<file path="config.mk">
export PLATFORM = sky130hd
export DESIGN_NAME = scpi_message_parser
export DESIGN_NICKNAME = d
export VERILOG_FILES = /design/src/verilog/scpi_pkg.sv /design/src/verilog/keyword_matcher.sv /design/src/verilog/scpi_message_parser.sv
export VERILOG_INCLUDE_DIRS = /design/src /design/src/verilog
export SDC_FILE = /design/constraint.sdc
export NUM_CORES = 1
export LEC_CHECK = 0
export ABC_AREA = 1
export BUFFER_PORTS_ARGS = -buffer_cell sky130_fd_sc_hd__buf_2
export CAP_MARGIN = 10
export CORE_UTILIZATION = 30
export CTS_CLUSTER_DIAMETER = 120
export DETAILED_ROUTE_END_ITERATION = 16
export SLEW_MARGIN = 15
export SYNTH_ARGS = -nofsm -noshare
export SYNTH_HDL_FRONTEND = slang
export SYNTH_HIERARCHICAL = 1
export SYNTH_SLANG_ARGS = --single-unit
</file>
<file path="constraint.sdc">
create_clock -name ref_clk -period 3 [get_ports ref_clk]
set_input_delay 0.75 -clock ref_clk [delete_from_list [all_inputs] [get_ports ref_clk]]
set_output_delay 0.75 -clock ref_clk [all_outputs]
set_load 0.05 [all_outputs]
</file>
<file path="src/verilog/scpi_cfg.svh">
`ifndef SCPI_CFG_SVH
`define SCPI_CFG_SVH

// Characters with a role in the message grammar
`define CHAR_LF 8'h0A
`define CHAR_CR 8'h0D
`define CHAR_SPACE 8'h20
`define CHAR_STAR 8'h2A
`define CHAR_COLON 8'h3A
`define CHAR_SEMI 8'h3B
`define CHAR_QUERY 8'h3F
`define CHAR_DIG_LO 8'h30
`define CHAR_DIG_HI 8'h39
`define CHAR_UP_LO 8'h41
`define CHAR_UP_HI 8'h5A
`define CHAR_LOW_LO 8'h61
`define CHAR_LOW_HI 8'h7A
`define CASE_BIT 8'h20

// Keyword buffer and command tree
`define KW_CHARS 12
`define KW_BITS 96
`define NODE_W 6
`define NODE_COUNT 37
`define ROOT_NODE 6'h00
`define DATA_MAX_DEF 16

`endif

</file>
<file path="src/verilog/scpi_pkg.sv">
`include "scpi_cfg.svh"

package scpi_pkg;

  typedef enum logic [2:0] {
    ST_START,
    ST_KEY,
    ST_QUERY,
    ST_DATA,
    ST_SKIP
  } parse_state_type;

  // One tree node: long spelling right-aligned, both lengths, parent
  typedef struct packed {
    logic [`KW_BITS-1:0] name;
    logic [3:0] len;
    logic [3:0] slen;
    logic [`NODE_W-1:0] parent;
    logic opt;
  } kw_entry_type;

endpackage
</file>
<file path="src/verilog/keyword_matcher.sv">
`timescale 1ns/10ps
`include "scpi_cfg.svh"

module keyword_matcher (
  input wire logic [`KW_BITS-1:0] word,
  input wire logic [3:0] word_len,
  input wire logic [`NODE_W-1:0] level,
  output logic hit,
  output logic [`NODE_W-1:0] hit_node,
  output logic [`NODE_W-1:0] hit_parent
);

  localparam scpi_pkg::kw_entry_type TREE [`NODE_COUNT] = '{
    '{96'h0, 4'h0, 4'h0, 6'h00, 1'b0},
    '{96'("INITIATE"), 4'h8, 4'h4, 6'h00, 1'b0},
    '{96'("MEASURE"), 4'h7, 4'h4, 6'h00, 1'b0},
    '{96'("OUTPUT"), 4'h6, 4'h4, 6'h00, 1'b0},
    '{96'("SOURCE"), 4'h6, 4'h4, 6'h00, 1'b1},
    '{96'("STATUS"), 4'h6, 4'h4, 6'h00, 1'b0},
    '{96'("SYSTEM"), 4'h6, 4'h4, 6'h00, 1'b0},
    '{96'("VOLTAGE"), 4'h7, 4'h4, 6'h04, 1'b0},
    '{96'("CURRENT"), 4'h7, 4'h4, 6'h04, 1'b0},
    '{96'("FUNCTION"), 4'h8, 4'h4, 6'h04, 1'b0},
    '{96'("LEVEL"), 4'h5, 4'h3, 6'h07, 1'b1},
    '{96'("IMMEDIATE"), 4'h9, 4'h3, 6'h0A, 1'b1},
    '{96'("TRIGGERED"), 4'h9, 4'h4, 6'h0A, 1'b0},
    '{96'("MODE"), 4'h4, 4'h4, 6'h07, 1'b0},
    '{96'("RANGE"), 4'h5, 4'h4, 6'h07, 1'b0},
    '{96'("LEVEL"), 4'h5, 4'h3, 6'h08, 1'b1},
    '{96'("IMMEDIATE"), 4'h9, 4'h3, 6'h0F, 1'b1},
    '{96'("TRIGGERED"), 4'h9, 4'h4, 6'h0F, 1'b0},
    '{96'("MODE"), 4'h4, 4'h4, 6'h08, 1'b0},
    '{96'("RANGE"), 4'h5, 4'h4, 6'h08, 1'b0},
    '{96'("IMMEDIATE"), 4'h9, 4'h3, 6'h01, 1'b1},
    '{96'("CONTINUOUS"), 4'hA, 4'h4, 6'h01, 1'b0},
    '{96'("CURRENT"), 4'h7, 4'h4, 6'h02, 1'b0},
    '{96'("VOLTAGE"), 4'h7, 4'h4, 6'h02, 1'b0},
    '{96'("STATE"), 4'h5, 4'h4, 6'h03, 1'b1},
    '{96'("OPERATION"), 4'h9, 4'h4, 6'h05, 1'b0},
    '{96'("QUESTIONABLE"), 4'hC, 4'h4, 6'h05, 1'b0},
    '{96'("PRESET"), 4'h6, 4'h4, 6'h05, 1'b0},
    '{96'("CONDITION"), 4'h9, 4'h4, 6'h19, 1'b0},
    '{96'("ENABLE"), 4'h6, 4'h4, 6'h19, 1'b0},
    '{96'("EVENT"), 4'h5, 4'h4, 6'h19, 1'b1},
    '{96'("CONDITION"), 4'h9, 4'h4, 6'h1A, 1'b0},
    '{96'("ENABLE"), 4'h6, 4'h4, 6'h1A, 1'b0},
    '{96'("EVENT"), 4'h5, 4'h4, 6'h1A, 1'b1},
    '{96'("ERROR"), 4'h5, 4'h3, 6'h06, 1'b0},
    '{96'("VERSION"), 4'h7, 4'h4, 6'h06, 1'b0},
    '{96'("MODE"), 4'h4, 4'h4, 6'h09, 1'b0}
  };

  logic [`NODE_COUNT-1:0] match;

  assign match[0] = 1'b0;

  generate
    for (genvar i = 1; i < `NODE_COUNT; i++) begin : g_entry
      logic [6:0] shift;
      logic parent_ok;
      logic spell_ok;
      assign shift = {TREE[i].len - TREE[i].slen, 3'h0};
      // An optional parent lets the child be reached from one level up
      assign parent_ok = (TREE[i].parent == level) ||
        (TREE[TREE[i].parent].opt &&
         TREE[TREE[i].parent].parent == level);
      // Exactly the long or exactly the short spelling, nothing between
      assign spell_ok =
        (word_len == TREE[i].len && word == TREE[i].name) ||
        (word_len == TREE[i].slen &&
         word == (TREE[i].name >> shift));
      assign match[i] = parent_ok && spell_ok;
    end
  endgenerate

  // Lowest entry wins when a spelling is reachable twice
  always_comb begin
    hit = 1'b0;
    hit_node = `ROOT_NODE;
    hit_parent = `ROOT_NODE;
    for (int i = `NODE_COUNT - 1; i > 0; i--) begin
      if (match[i]) begin
        hit = 1'b1;
        hit_node = `NODE_W'(i);
        hit_parent = TREE[i].parent;
      end
    end
  end

endmodule

</file>
<file path="src/verilog/scpi_message_parser.sv">
`timescale 1ns/10ps
`include "scpi_cfg.svh"

// Notes on behaviour
// - A keyword is accepted in short or long form as one command.
// - Any other spelling, such as a cut long form, is a syntax error.
// - Keyword letters are matched without regard to case.
// - A separating colon moves the tree position below the keyword.
// - A question mark after the last keyword makes the unit a query.
// - One space then a parameter follows the last keyword or query mark.
// - Semicolons split units; each unit is delivered in turn.
// - A colon before a unit's first keyword resets the position to root.
// - LF, CR, or CR then LF each end a message.
// - A terminator returns the tree position to the root.
// - Optional keywords may be left out before a later keyword; leaving out the last one yields its parent's node.
// - Voltage, current and function branches are also reachable at root.
// - Root holds initiate, measure, output, source, status and system.
// - A unit without leading colon resolves beside the previous unit.
// - The first unit of a message always starts at the root.
// - A keyword starting with an asterisk is a common command.

module scpi_message_parser #(
  parameter int DATA_MAX = `DATA_MAX_DEF
) (
  input wire logic ref_clk,
  input wire logic rst,
  input wire logic in_valid,
  input wire logic [7:0] in_char,
  input wire logic in_end,
  output logic in_ready,
  output logic unit_valid,
  output logic [`NODE_W-1:0] unit_node,
  output logic unit_query,
  output logic unit_common,
  output logic [`KW_BITS-1:0] unit_word,
  output logic [DATA_MAX*8-1:0] unit_data,
  output logic [$clog2(DATA_MAX+1)-1:0] unit_data_len,
  output logic syntax_err,
  output logic msg_done
);

  localparam int DLW = $clog2(DATA_MAX + 1);

  generate
    if (DATA_MAX < 2 || DATA_MAX > 255) begin : g_bad_data_max
      $error("DATA_MAX must lie between 2 and 255");
    end
  endgenerate

  typedef struct packed {
    scpi_pkg::parse_state_type st;
    logic [`NODE_W-1:0] cur_node;
    logic [`NODE_W-1:0] unit_base;
    logic [`NODE_W-1:0] last_node;
    logic [`NODE_W-1:0] last_parent;
    logic [`KW_BITS-1:0] kw;
    logic [3:0] kw_len;
    logic common;
    logic query;
    logic cr_seen;
    logic end_pend;
    logic [DATA_MAX*8-1:0] dat;
    logic [DLW-1:0] dat_len;
    logic in_ready_r;
    logic unit_valid_r;
    logic [`NODE_W-1:0] unit_node_r;
    logic unit_query_r;
    logic unit_common_r;
    logic [`KW_BITS-1:0] unit_word_r;
    logic [DATA_MAX*8-1:0] unit_data_r;
    logic [DLW-1:0] unit_data_len_r;
    logic syntax_err_r;
    logic msg_done_r;
  } parse_type;

  parse_type s_r;
  parse_type s_nxt;

  logic take;
  logic [7:0] ch;
  logic is_term_chr;
  logic kw_chr;
  logic hit;
  logic [`NODE_W-1:0] hit_node;
  logic [`NODE_W-1:0] hit_parent;

  assign take = in_valid && s_r.in_ready_r;
  assign is_term_chr = (in_char == `CHAR_LF) || (in_char == `CHAR_CR);
  // Fold lower case before it reaches the keyword buffer
  assign ch = (in_char >= `CHAR_LOW_LO && in_char <= `CHAR_LOW_HI) ?
    (in_char & ~`CASE_BIT) : in_char;
  assign kw_chr = (ch >= `CHAR_UP_LO && ch <= `CHAR_UP_HI) ||
    (ch >= `CHAR_DIG_LO && ch <= `CHAR_DIG_HI);

  keyword_matcher u_matcher (
    .word(s_r.kw),
    .word_len(s_r.kw_len),
    .level(s_r.cur_node),
    .hit(hit),
    .hit_node(hit_node),
    .hit_parent(hit_parent)
  );

  always_comb begin
    logic close_unit;
    logic term;
    logic err;
    logic unit_ok;
    logic [`NODE_W-1:0] next_level;
    close_unit = 1'b0;
    term = 1'b0;
    err = 1'b0;
    unit_ok = 1'b0;
    next_level = s_r.unit_base;
    s_nxt = s_r;
    s_nxt.unit_valid_r = 1'b0;
    s_nxt.syntax_err_r = 1'b0;
    s_nxt.msg_done_r = 1'b0;
    s_nxt.in_ready_r = 1'b1;
    if (s_r.end_pend) begin
      // Bus end came with the last byte; close the message now
      s_nxt.end_pend = 1'b0;
      s_nxt.cr_seen = 1'b0;
      close_unit = 1'b1;
      term = 1'b1;
    end else if (take) begin
      s_nxt.cr_seen = (in_char == `CHAR_CR);
      s_nxt.end_pend = in_end && !is_term_chr;
      s_nxt.in_ready_r = !(in_end && !is_term_chr);
      if (s_r.cr_seen && in_char == `CHAR_LF) begin
        // Tail of a CR LF pair, already acted on
        s_nxt.cr_seen = 1'b0;
      end else if (is_term_chr) begin
        close_unit = 1'b1;
        term = 1'b1;
      end else if (in_char == `CHAR_SEMI && s_r.st != scpi_pkg::ST_DATA) begin
        close_unit = 1'b1;
      end else if (in_char == `CHAR_SEMI) begin
        close_unit = 1'b1;
      end else begin
        case (s_r.st)
          scpi_pkg::ST_START: begin
            if (ch == `CHAR_COLON) begin
              s_nxt.cur_node = `ROOT_NODE;
              s_nxt.st = scpi_pkg::ST_KEY;
            end else if (ch == `CHAR_STAR) begin
              s_nxt.common = 1'b1;
              s_nxt.kw = {s_r.kw[`KW_BITS-9:0], ch};
              s_nxt.kw_len = 4'h1;
              s_nxt.st = scpi_pkg::ST_KEY;
            end else if (kw_chr) begin
              s_nxt.kw = {s_r.kw[`KW_BITS-9:0], ch};
              s_nxt.kw_len = 4'h1;
              s_nxt.st = scpi_pkg::ST_KEY;
            end else begin
              err = 1'b1;
            end
          end
          scpi_pkg::ST_KEY: begin
            if (ch == `CHAR_COLON) begin
              if (s_r.kw_len == 4'h0 || s_r.common || !hit) begin
                err = 1'b1;
              end else begin
                s_nxt.cur_node = hit_node;
                s_nxt.kw = '0;
                s_nxt.kw_len = 4'h0;
              end
            end else if (ch == `CHAR_QUERY || ch == `CHAR_SPACE) begin
              if (s_r.kw_len == 4'h0 || (!s_r.common && !hit)) begin
                err = 1'b1;
              end else begin
                s_nxt.last_node = s_r.common ? `ROOT_NODE : hit_node;
                s_nxt.last_parent = hit_parent;
                s_nxt.query = (ch == `CHAR_QUERY);
                s_nxt.st = (ch == `CHAR_QUERY) ?
                  scpi_pkg::ST_QUERY : scpi_pkg::ST_DATA;
              end
            end else if (kw_chr && s_r.kw_len != 4'(`KW_CHARS)) begin
              s_nxt.kw = {s_r.kw[`KW_BITS-9:0], ch};
              s_nxt.kw_len = s_r.kw_len + 4'h1;
            end else begin
              err = 1'b1;
            end
          end
          scpi_pkg::ST_QUERY: begin
            if (ch == `CHAR_SPACE) begin
              s_nxt.st = scpi_pkg::ST_DATA;
            end else begin
              err = 1'b1;
            end
          end
          scpi_pkg::ST_DATA: begin
            // A second leading space or an overlong value is refused
            if ((ch == `CHAR_SPACE && s_r.dat_len == '0) ||
                s_r.dat_len == DLW'(DATA_MAX)) begin
              err = 1'b1;
            end else begin
              s_nxt.dat = {s_r.dat[DATA_MAX*8-9:0], in_char};
              s_nxt.dat_len = s_r.dat_len + DLW'(1);
            end
          end
          scpi_pkg::ST_SKIP: begin
          end
          default: begin
            err = 1'b1;
          end
        endcase
      end
    end

    if (close_unit) begin
      case (s_r.st)
        scpi_pkg::ST_KEY: begin
          unit_ok = s_r.kw_len != 4'h0 && (s_r.common || hit);
          next_level = s_r.common ? s_r.unit_base : hit_parent;
        end
        scpi_pkg::ST_QUERY, scpi_pkg::ST_DATA: begin
          unit_ok = !(s_r.st == scpi_pkg::ST_DATA && s_r.dat_len == '0);
          next_level = s_r.common ? s_r.unit_base : s_r.last_parent;
        end
        default: begin
          unit_ok = 1'b0;
        end
      endcase
      if (unit_ok) begin
        s_nxt.unit_valid_r = 1'b1;
        s_nxt.unit_node_r = (s_r.st == scpi_pkg::ST_KEY) ?
          (s_r.common ? `ROOT_NODE : hit_node) : s_r.last_node;
        s_nxt.unit_query_r = s_r.query;
        s_nxt.unit_common_r = s_r.common;
        s_nxt.unit_word_r = s_r.kw;
        s_nxt.unit_data_r = s_r.dat;
        s_nxt.unit_data_len_r = s_r.dat_len;
      end else if (s_r.st != scpi_pkg::ST_START &&
                   s_r.st != scpi_pkg::ST_SKIP) begin
        err = 1'b1;
        next_level = s_r.unit_base;
      end else if (s_r.st == scpi_pkg::ST_START && !term) begin
        err = 1'b1; // Empty unit between semicolons
      end
      s_nxt.st = scpi_pkg::ST_START;
      s_nxt.kw = '0;
      s_nxt.kw_len = 4'h0;
      s_nxt.common = 1'b0;
      s_nxt.query = 1'b0;
      s_nxt.dat = '0;
      s_nxt.dat_len = '0;
      s_nxt.cur_node = next_level;
      s_nxt.unit_base = next_level;
      if (term) begin
        s_nxt.cur_node = `ROOT_NODE;
        s_nxt.unit_base = `ROOT_NODE;
        s_nxt.msg_done_r = 1'b1;
      end
    end

    // A faulty unit is dropped up to its separator
    if (err) begin
      s_nxt.syntax_err_r = 1'b1;
      s_nxt.unit_valid_r = 1'b0;
      if (!close_unit) begin
        s_nxt.st = scpi_pkg::ST_SKIP;
      end
    end
  end

  always_ff @(posedge ref_clk) begin
    if (rst) begin
      s_r <= '0;
      s_r.in_ready_r <= 1'b1;
    end else begin
      s_r <= s_nxt;
    end
  end

  assign in_ready = s_r.in_ready_r;
  assign unit_valid = s_r.unit_valid_r;
  assign unit_node = s_r.unit_node_r;
  assign unit_query = s_r.unit_query_r;
  assign unit_common = s_r.unit_common_r;
  assign unit_word = s_r.unit_word_r;
  assign unit_data = s_r.unit_data_r;
  assign unit_data_len = s_r.unit_data_len_r;
  assign syntax_err = s_r.syntax_err_r;
  assign msg_done = s_r.msg_done_r;

  // Length comes in as an argument so the check sees the sampled value
  function automatic logic kw_len_room(input logic [3:0] len);
    return len != 4'(`KW_CHARS);
  endfunction
endmodule

</file>
==> impl_metrics.ini, run 1 <==
[detailed_routing]
first_pass_iters = 5
wl_per_cell_um = 17.5
vias_per_cell = 4.78
ant_nets = 0
vias = 23134
drtIter0Drc = 1559
routed_wl_um = 84700
remaining_drc_errors = 0

[clock_network]
clock-root-buffer = clkbuf_16
cts_tree = yes
cts.reportedPaths.clkPinSlew_ns = 0.07
cts_max_path_buffers = 3
cts_hold_buf = 0
worstSkewPairLatency_ns = 0.63
htree_levels = 2
numClockSinks = 505
cts_buffers = 55

[floorplanning]
start_util_pct = 30.5
die_h_um = 283
die_area_um2 = 80000
rows = 102
dieWidth_um = 283
core_um2 = 77700
ios = 253

[timing]
fin_ws_ns = -0.548
setup_tns_ns = -156.16
drv_slew = 0
rsz0062_at_grt = yes
max_freq_mhz = 282
hold_ws_ns = 0.331
fin_skew_ns = 0.0285
relSlewSlack_pct = 47.8
min_period_ns = 3.55
worst-slew-pin-transition_ns = 0.776
setup_viol = 366
final.period_utilization_pct = 118
hold_viol = 0

[synthesis]
synthSimpleGateAreaFrac_pct = 24.5
yosys.area_share.adder_pct = 0.211
ys_ff_latch = 505
synth_top_family_by_area = simple AND/OR/NAND/NOR gates
ys_warn_count = 6
synth_edf_count = 0
synthFlopType = dfxtp_1
synth_cell_type_count = 56
syn_area_per_cell_um2 = 7.12
seq_area_frac_synth_pct = 42.7
synth_mux_area_share_pct = 0
synth_xor_area_share_pct = 0.0740
ys_async_sr_fraction_pct = 0
synth_cells = 3324
synth_nets = 3340
syn_area_um2 = 23700
synth-compound-area-share_pct = 17.0

[setup_path]
ff2ff_path_depth = 26
crit_slowest_cell = o31ai_4
max_stage_delay_ns = 0.35
worst_setup_path_end_kind = register
cp.arrival_ns = 4.05
crit_fanout = 8
crit_start = s_r[443]
r2r_end = s_r[427]
start_kind = register
rrSetupSlack_ns = -0.55
cp_num_buf_inv = 5
cp_common_cell = nand2_2
crit-reg2reg-launch = s_r[443]
crit_family = simple AND/OR/NAND/NOR gates
path_class = register to register
worstPathRequired_ns = 3.50

[place]
gp_congestion = 0.953
dpl_cell_area_um2 = 27000
dp_slack_ns = -0.919
port_buffers = 252
hpwl_um = 56100

[run_status]
status = finished with violations
failed_checks = setup timing

[grt]
grt_max_degree = 72
grt_pass1_wl_um = 123000
antenna_found_initial = 4
grt_pass1_vias = 21582
grt_use_total_pct = 19.4
overflow = 0

[final_layout]
final_common_cell = nor2_1
drive_above_1_share_pct = 35.2
area_growth_pct = 37.9
finalInstanceArea_um2 = 32600
multi_input_area_um2 = 11600
regArea_um2 = 10100
layout_common_cells = nor2_1 (771), dfxtp_1 (484), buf_4 (400)
nNetsFinal = 3763
fillers = 7853

[min_path]
min_path_type = input pin to register
holdPathStages = 2
hold_start = in_end
hold_end = in_ready

[power_and_ir_drop]
ir_drop_uv = 420
leakage_nw = 14.5
powerDensity_nw_per_um2 = 555

[flow_run]
drv_cap = 0
-- worst max path at each step --
| stage | to | slack (ns) | cells past startpoint |
|---|---|---|---|
| final | s_r[427] | -0.55 | 26 |
| after global routing | s_r[446] | -0.69 | 26 |
| after CTS | s_r[393] | -0.40 | 28 |
| after detailed placement | unit_word[41] | -0.92 | 24 |
| after global placement | unit_common | -0.94 | 24 |
| after floorplan | unit_word[24] | 0.01 | 19 |
-- Yosys cell counts, types with 3 or more instances --
master,instances,share of area [%]
o22ai_1,5,0.13
buf_4,243,7.7
ha_1,4,0.21
nand2_4,3,0.14
a31oi_1,6,0.16
nor2_2,9,0.24
a211oi_1,3,0.095
a21oi_1,200,4.2
nand2_2,8,0.21
inv_2,16,0.25
o21ai_1,229,4.8
nor2_1,855,14
nand3b_1,6,0.19
nand2_1,246,3.9
nor4_1,27,0.71
o21ai_0,279,5.9
buf_6,15,0.71
inv_1,249,3.9
nand3_1,103,2.2
and3_1,4,0.11
dfxtp_1,505,43
buf_2,77,1.6
nor3_2,3,0.13
a211oi_2,7,0.37
nor3_1,52,1.1
clkbuf_1,72,1.1
nor3b_1,4,0.13
o31ai_1,3,0.095
a22oi_1,7,0.22
nor2_4,10,0.48
nand4_1,41,1.1
o21ai_2,3,0.11
-- what timing repair did --
action	in CTS	in global routing
setup endpoints to repair	367	367
resized for setup	293	346
hold endpoints to repair	0	0
buffers inserted	48	29
pin swaps	49	116
gates cloned	19	30
-- worst register-to-register path, stage by stage (launching register included) --
cell      delay [ns]
dfxtp_1         0.32
nor2_2          0.16
nand2_1         0.13
nor2_4          0.14
nand2_4         0.10
nor2_8          0.17
buf_12          0.12
nand2_8         0.08
buf_6           0.13
o31ai_4         0.35
nand2_2         0.12
nand2_2         0.09
nor2_1          0.04
nand4_1         0.06
nor2_1          0.05
nand4_1         0.13
nand3_1         0.11
nand2_2         0.10
o21ai_2         0.06
nand2_1         0.10
nand2_2         0.08
clkinv_4        0.11
nand2_8         0.12
buf_12          0.22
buf_16          0.15
o21ai_2         0.16
a21oi_2         0.04
-- layout make-up --
| cell class | instances | share of cell area, % |
|---|---|---|
| Sequential cell | 505 | 31.1 |
| Clock inverter | 22 | 0.813 |
| Inverter | 265 | 3.17 |
| Timing Repair Buffer | 773 | 20.5 |
| Multi-Input combinational cell | 2147 | 35.6 |
| Antenna cell | 4 | 0.0307 |
| Clock buffer | 80 | 4.90 |
| Tap cell | 1040 | 3.99 |
-- metrics by stage --
step / power (W) / std cells / util, %
6_report: 0.0181 / 4836 / 42.0
5_1_grt: 0.0188 / 4834 / 42.0
4_1_cts: 0.0176 / 4781 / 39.5
3_5_place_dp: 0.0102 / 4614 / 34.7
3_3_place_gp: 0.0102 / 4614 / 34.7
2_1_floorplan: 0.00914 / 3324 / -
-- registers in the layout (all words and copies together), names as in the netlist --
register       count
s_r              264
unit_data        128
unit_word         96
unit_node          6
unit_data_len      5
in_ready           1
msg_done           1
syntax_err         1
unit_common        1
unit_query         1
unit_valid         1
-- metal layers --
metal,up-vias,track usage (%),routed length (um)
li1,11460,-,-
met1,10946,26.7,38900
met2,582,31.5,39500
met3,144,2.55,3950
met4,2,5.47,2350
met5,-,0,13
-- power by group --
group / switching, W / internal [W] / total (W) / leakage (nW)
logic: 0.00227 / 0.00153 / 0.00380 / 9.49
clock network: 0.00292 / 0.00406 / 0.00698 / 0.903
registers: 0.000273 / 0.00705 / 0.00733 / 4.10
total: 0.00547 / 0.0126 / 0.0181 / 14.5
-- cell families (layout without fill, tap and decap cells) --
family,Yosys count,after routing
adders and majority gates,4,4
DFF,505,505
AOI/OAI and AO/OA,759,759
xor gates and xnor gates,2,2
other,1,5
buffers and inverters,674,1140
and+or+nand+nor,1379,1381
Note: power is estimated with default switching activity, not from simulation.
==> run 2, diff against run 1 <==
--- a/config.mk
+++ b/config.mk
@@ -6,7 +6,6 @@
 export SDC_FILE = /design/constraint.sdc
 export NUM_CORES = 1
 export LEC_CHECK = 0
-export ABC_AREA = 1
 export BUFFER_PORTS_ARGS = -buffer_cell sky130_fd_sc_hd__buf_2
 export CAP_MARGIN = 10
 export CORE_UTILIZATION = 30
==> run 2 against run 1 <==
Compared with the run above:
- the run still ends with setup timing left
- clock power hardly changed
- synthesized area is 0.35% higher
- register-to-register slack worse by 1.1 ns
- non-clock buffer count is 16 higher
- critical path type unchanged
- critical endpoint is now unit_word[34]
- largest cell class unchanged
- largest power group is now the clock network
==> impl_metrics.ini, run 2 <==
[power_and_ir_drop]
power_frac_clock_pct = 48.6
p_sw_w = 0.00336
swShare_pct = 23.5
total_power_w = 0.0143
p_seq_share_pct = 47.1
combPwrFrac_pct = 4.4
powerDensity_nw_per_um2 = 469
leakage_nw = 11.6
ir_drop_uv = 452
p_int_w = 0.0109

[synthesis]
synthFlopType = dfxtp_1
synth_cells = 3052
synthTopCellsByCount = nand2_1 (1,012), dfxtp_1 (505), a21oi_1 (388), buf_4 (279), mux2i_1 (102)
syn_area_um2 = 23800
synth_nets = 3068
synth_area_leaders = dfxtp_1 (43%), nand2_1 (16%), buf_4 (8.8%)
synth_edf_count = 0
ys_warn_count = 6
yosys.area.top_type_share_pct = 42.6
synth_area_leader_cell = dfxtp_1
ys_async_sr_fraction_pct = 0
syn_area_per_cell_um2 = 7.78
ys_ff_latch = 505
yosysMostFrequentCell = nand2_1
seq_area_frac_synth_pct = 42.6
synth_cell_type_count = 84

[floorplanning]
core_um2 = 77800
rows = 102
start_util_pct = 30.5
die_h_um = 283
die_area_um2 = 80300
dieWidth_um = 283
ios = 253

[timing]
fin_skew_ns = 0.0489
final.period_utilization_pct = 153
worst-slew-pin-transition_ns = 0.767
setup_viol = 367
hold_viol = 0
rsz0062_at_grt = yes
drv_slew = 0
hold_ws_ns = 0.309
relSlewSlack_pct = 48.7
fin_ws_ns = -1.60
max_freq_mhz = 217
min_period_ns = 4.60

[setup_path]
cp.arrival_ns = 5.14
path_class = register to register
cp_common_cell = or4_4
start_kind = register
crit_slowest_cell = or4_4
path_cells = or4_4 > or4_4 > buf_8 > or4_4 > or4_4 > o31ai_4 > a22oi_2 > nand4_1 > nand4b_1 > o21a_1 > a21oi_2 > or3_4 > a21oi_4 > buf_6 > buf_12 > clkbuf_16 > nand2_1 > a21oi_1
worst_setup_path_end_kind = register
crit_fanout = 18
max_stage_delay_ns = 0.62
worstPathRequired_ns = 3.53

[detailed_routing]
vias_per_cell = 4.91
routed_wl_um = 86200
remaining_drc_errors = 0
drtIter0Drc = 1623
first_pass_iters = 5
wl_per_cell_um = 18.9
ant_nets = 0
vias = 22419

[final_layout]
drive_above_1_share_pct = 27.9
fillers = 8109
final_common_cell = nand2_1
area_growth_pct = 28.3
largest_register = s_r
layout_common_cells = nand2_1 (993), dfxtp_1 (501), buf_4 (472)
largest_reg_flops = 264
nNetsFinal = 3493

[clock_network]
clock-root-buffer = clkbuf_16
cts_hold_buf = 0
htree_levels = 2
cts_tree = yes
cts.reportedPaths.clkPinSlew_ns = 0.06
worstSkewPairLatency_ns = 0.65
cts_max_path_buffers = 3
numClockSinks = 505
cts_buffers = 55

[grt]
antenna_found_initial = 2
grt_pass1_wl_um = 128000
grt_use_total_pct = 20.0
overflow = 0
grt_max_degree = 145
grt_pass1_vias = 21269

[place]
hpwl_um = 61200
gp_congestion = 1.01
port_buffers = 252

[flow_run]
drv_cap = 0

[run_status]
failed_checks = setup timing
status = finished with violations

[min_path]
min_path_type = input pin to register
## run 2: cell types whose count changed after synthesis, sizes merged, moves of 13 or more
| cell | before | now |
|---|---|---|
| nor2 | 875 | 91 |
| nand2 | 257 | 1012 |
| o21ai | 511 | 27 |
| inv | 265 | 15 |
| a21oi | 202 | 389 |
| mux2i | 0 | 102 |
| nand3 | 105 | 65 |
| nor2b | 0 | 26 |
| nand4 | 42 | 67 |
| buf | 337 | 360 |
| or4 | 0 | 17 |
| nor4b | 0 | 16 |
| and2 | 1 | 14 |
## run 2: critical path: cells and delay by family, from the launching register on
kind / cells / cell delay, ns
buffers and inverters: 4 / 0.73
AOI/OAI and AO/OA: 6 / 0.69
DFF: 1 / 0.32
and+or+nand+nor: 8 / 2.74
## run 2: power groups by stage
stage	combinational [W]	sequential [W]	clock [W]
2_1_floorplan	0.000349	0.00689	0
3_3_place_gp	0.000616	0.00688	0
3_5_place_dp	0.000612	0.00688	0
4_1_cts	0.000614	0.00673	0.00710
5_1_grt	0.000664	0.00673	0.00738
6_report	0.000624	0.00673	0.00695
## run 2: final timing paths
path	slack, ns	to	start	cells past startpoint
max reg2reg	-1.60	unit_word[34]	s_r[444]	18
min reg2reg	0.44	s_r[491]	s_r[491]	2
min	0.31	in_ready	in_end	2
max	-1.60	unit_word[34]	s_r[444]	18
## run 2: metal layers
| layer | wire length, um | track usage [%] |
|---|---|---|
| met1 | 39500 | 27.0 |
| met2 | 39500 | 32.7 |
| met3 | 4280 | 2.87 |
| met4 | 2890 | 6.36 |
| met5 | 0 | 0 |
## run 2: through the flow
stage | worst slack (ns) | TNS (ns) | utilization [%] | std cells | area, um2
after floorplan | -1.22 | -414.21 | - | 3052 | 24000
after global placement | -1.65 | -565.31 | 35.5 | 4423 | 27600
after detailed placement | -1.61 | -558.09 | 35.5 | 4423 | 27600
after CTS | -1.51 | -513.80 | 38.4 | 4540 | 29900
after global routing | -1.65 | -571.66 | 39.1 | 4562 | 30500
final | -1.60 | -544.36 | 39.1 | 4562 | 30500
## run 2: cell type report
| type | count | area, um2 | area share, % |
|---|---|---|---|
| Clock buffer | 78 | 1560 | 5.13 |
| Inverter | 15 | 56.3 | 0.185 |
| Antenna cell | 1 | 2.50 | 0.00821 |
| Timing Repair Buffer | 789 | 6100 | 20.0 |
| Sequential cell | 505 | 10100 | 33.2 |
| Tap cell | 1040 | 1300 | 4.27 |
| Clock inverter | 23 | 300 | 0.985 |
| Multi-Input combinational cell | 2111 | 11000 | 36.2 |
## run 2: kinds of logic (layout without fill, tap and decap cells)
| kind of cell | Yosys count | count (layout) | share of synthesized area [%] |
|---|---|---|---|
| fa+ha+maj | 4 | 4 | 0.211 |
| mux | 103 | 103 | 4.35 |
| compound gates | 494 | 496 | 11.6 |
| buf+inv | 438 | 905 | 12.4 |
| xor+xnor | 3 | 3 | 0.111 |
| simple gates | 1504 | 1504 | 28.7 |
| other cells | 1 | 2 | 0.0158 |
| flops | 505 | 505 | 42.6 |
## run 2: repair_timing
action,4_1_cts,5_1_grt
gates cloned,6,17
setup buffers,10,6
pin swaps,35,32
endpoints found under the setup margin,367,367
resized for setup,40,69
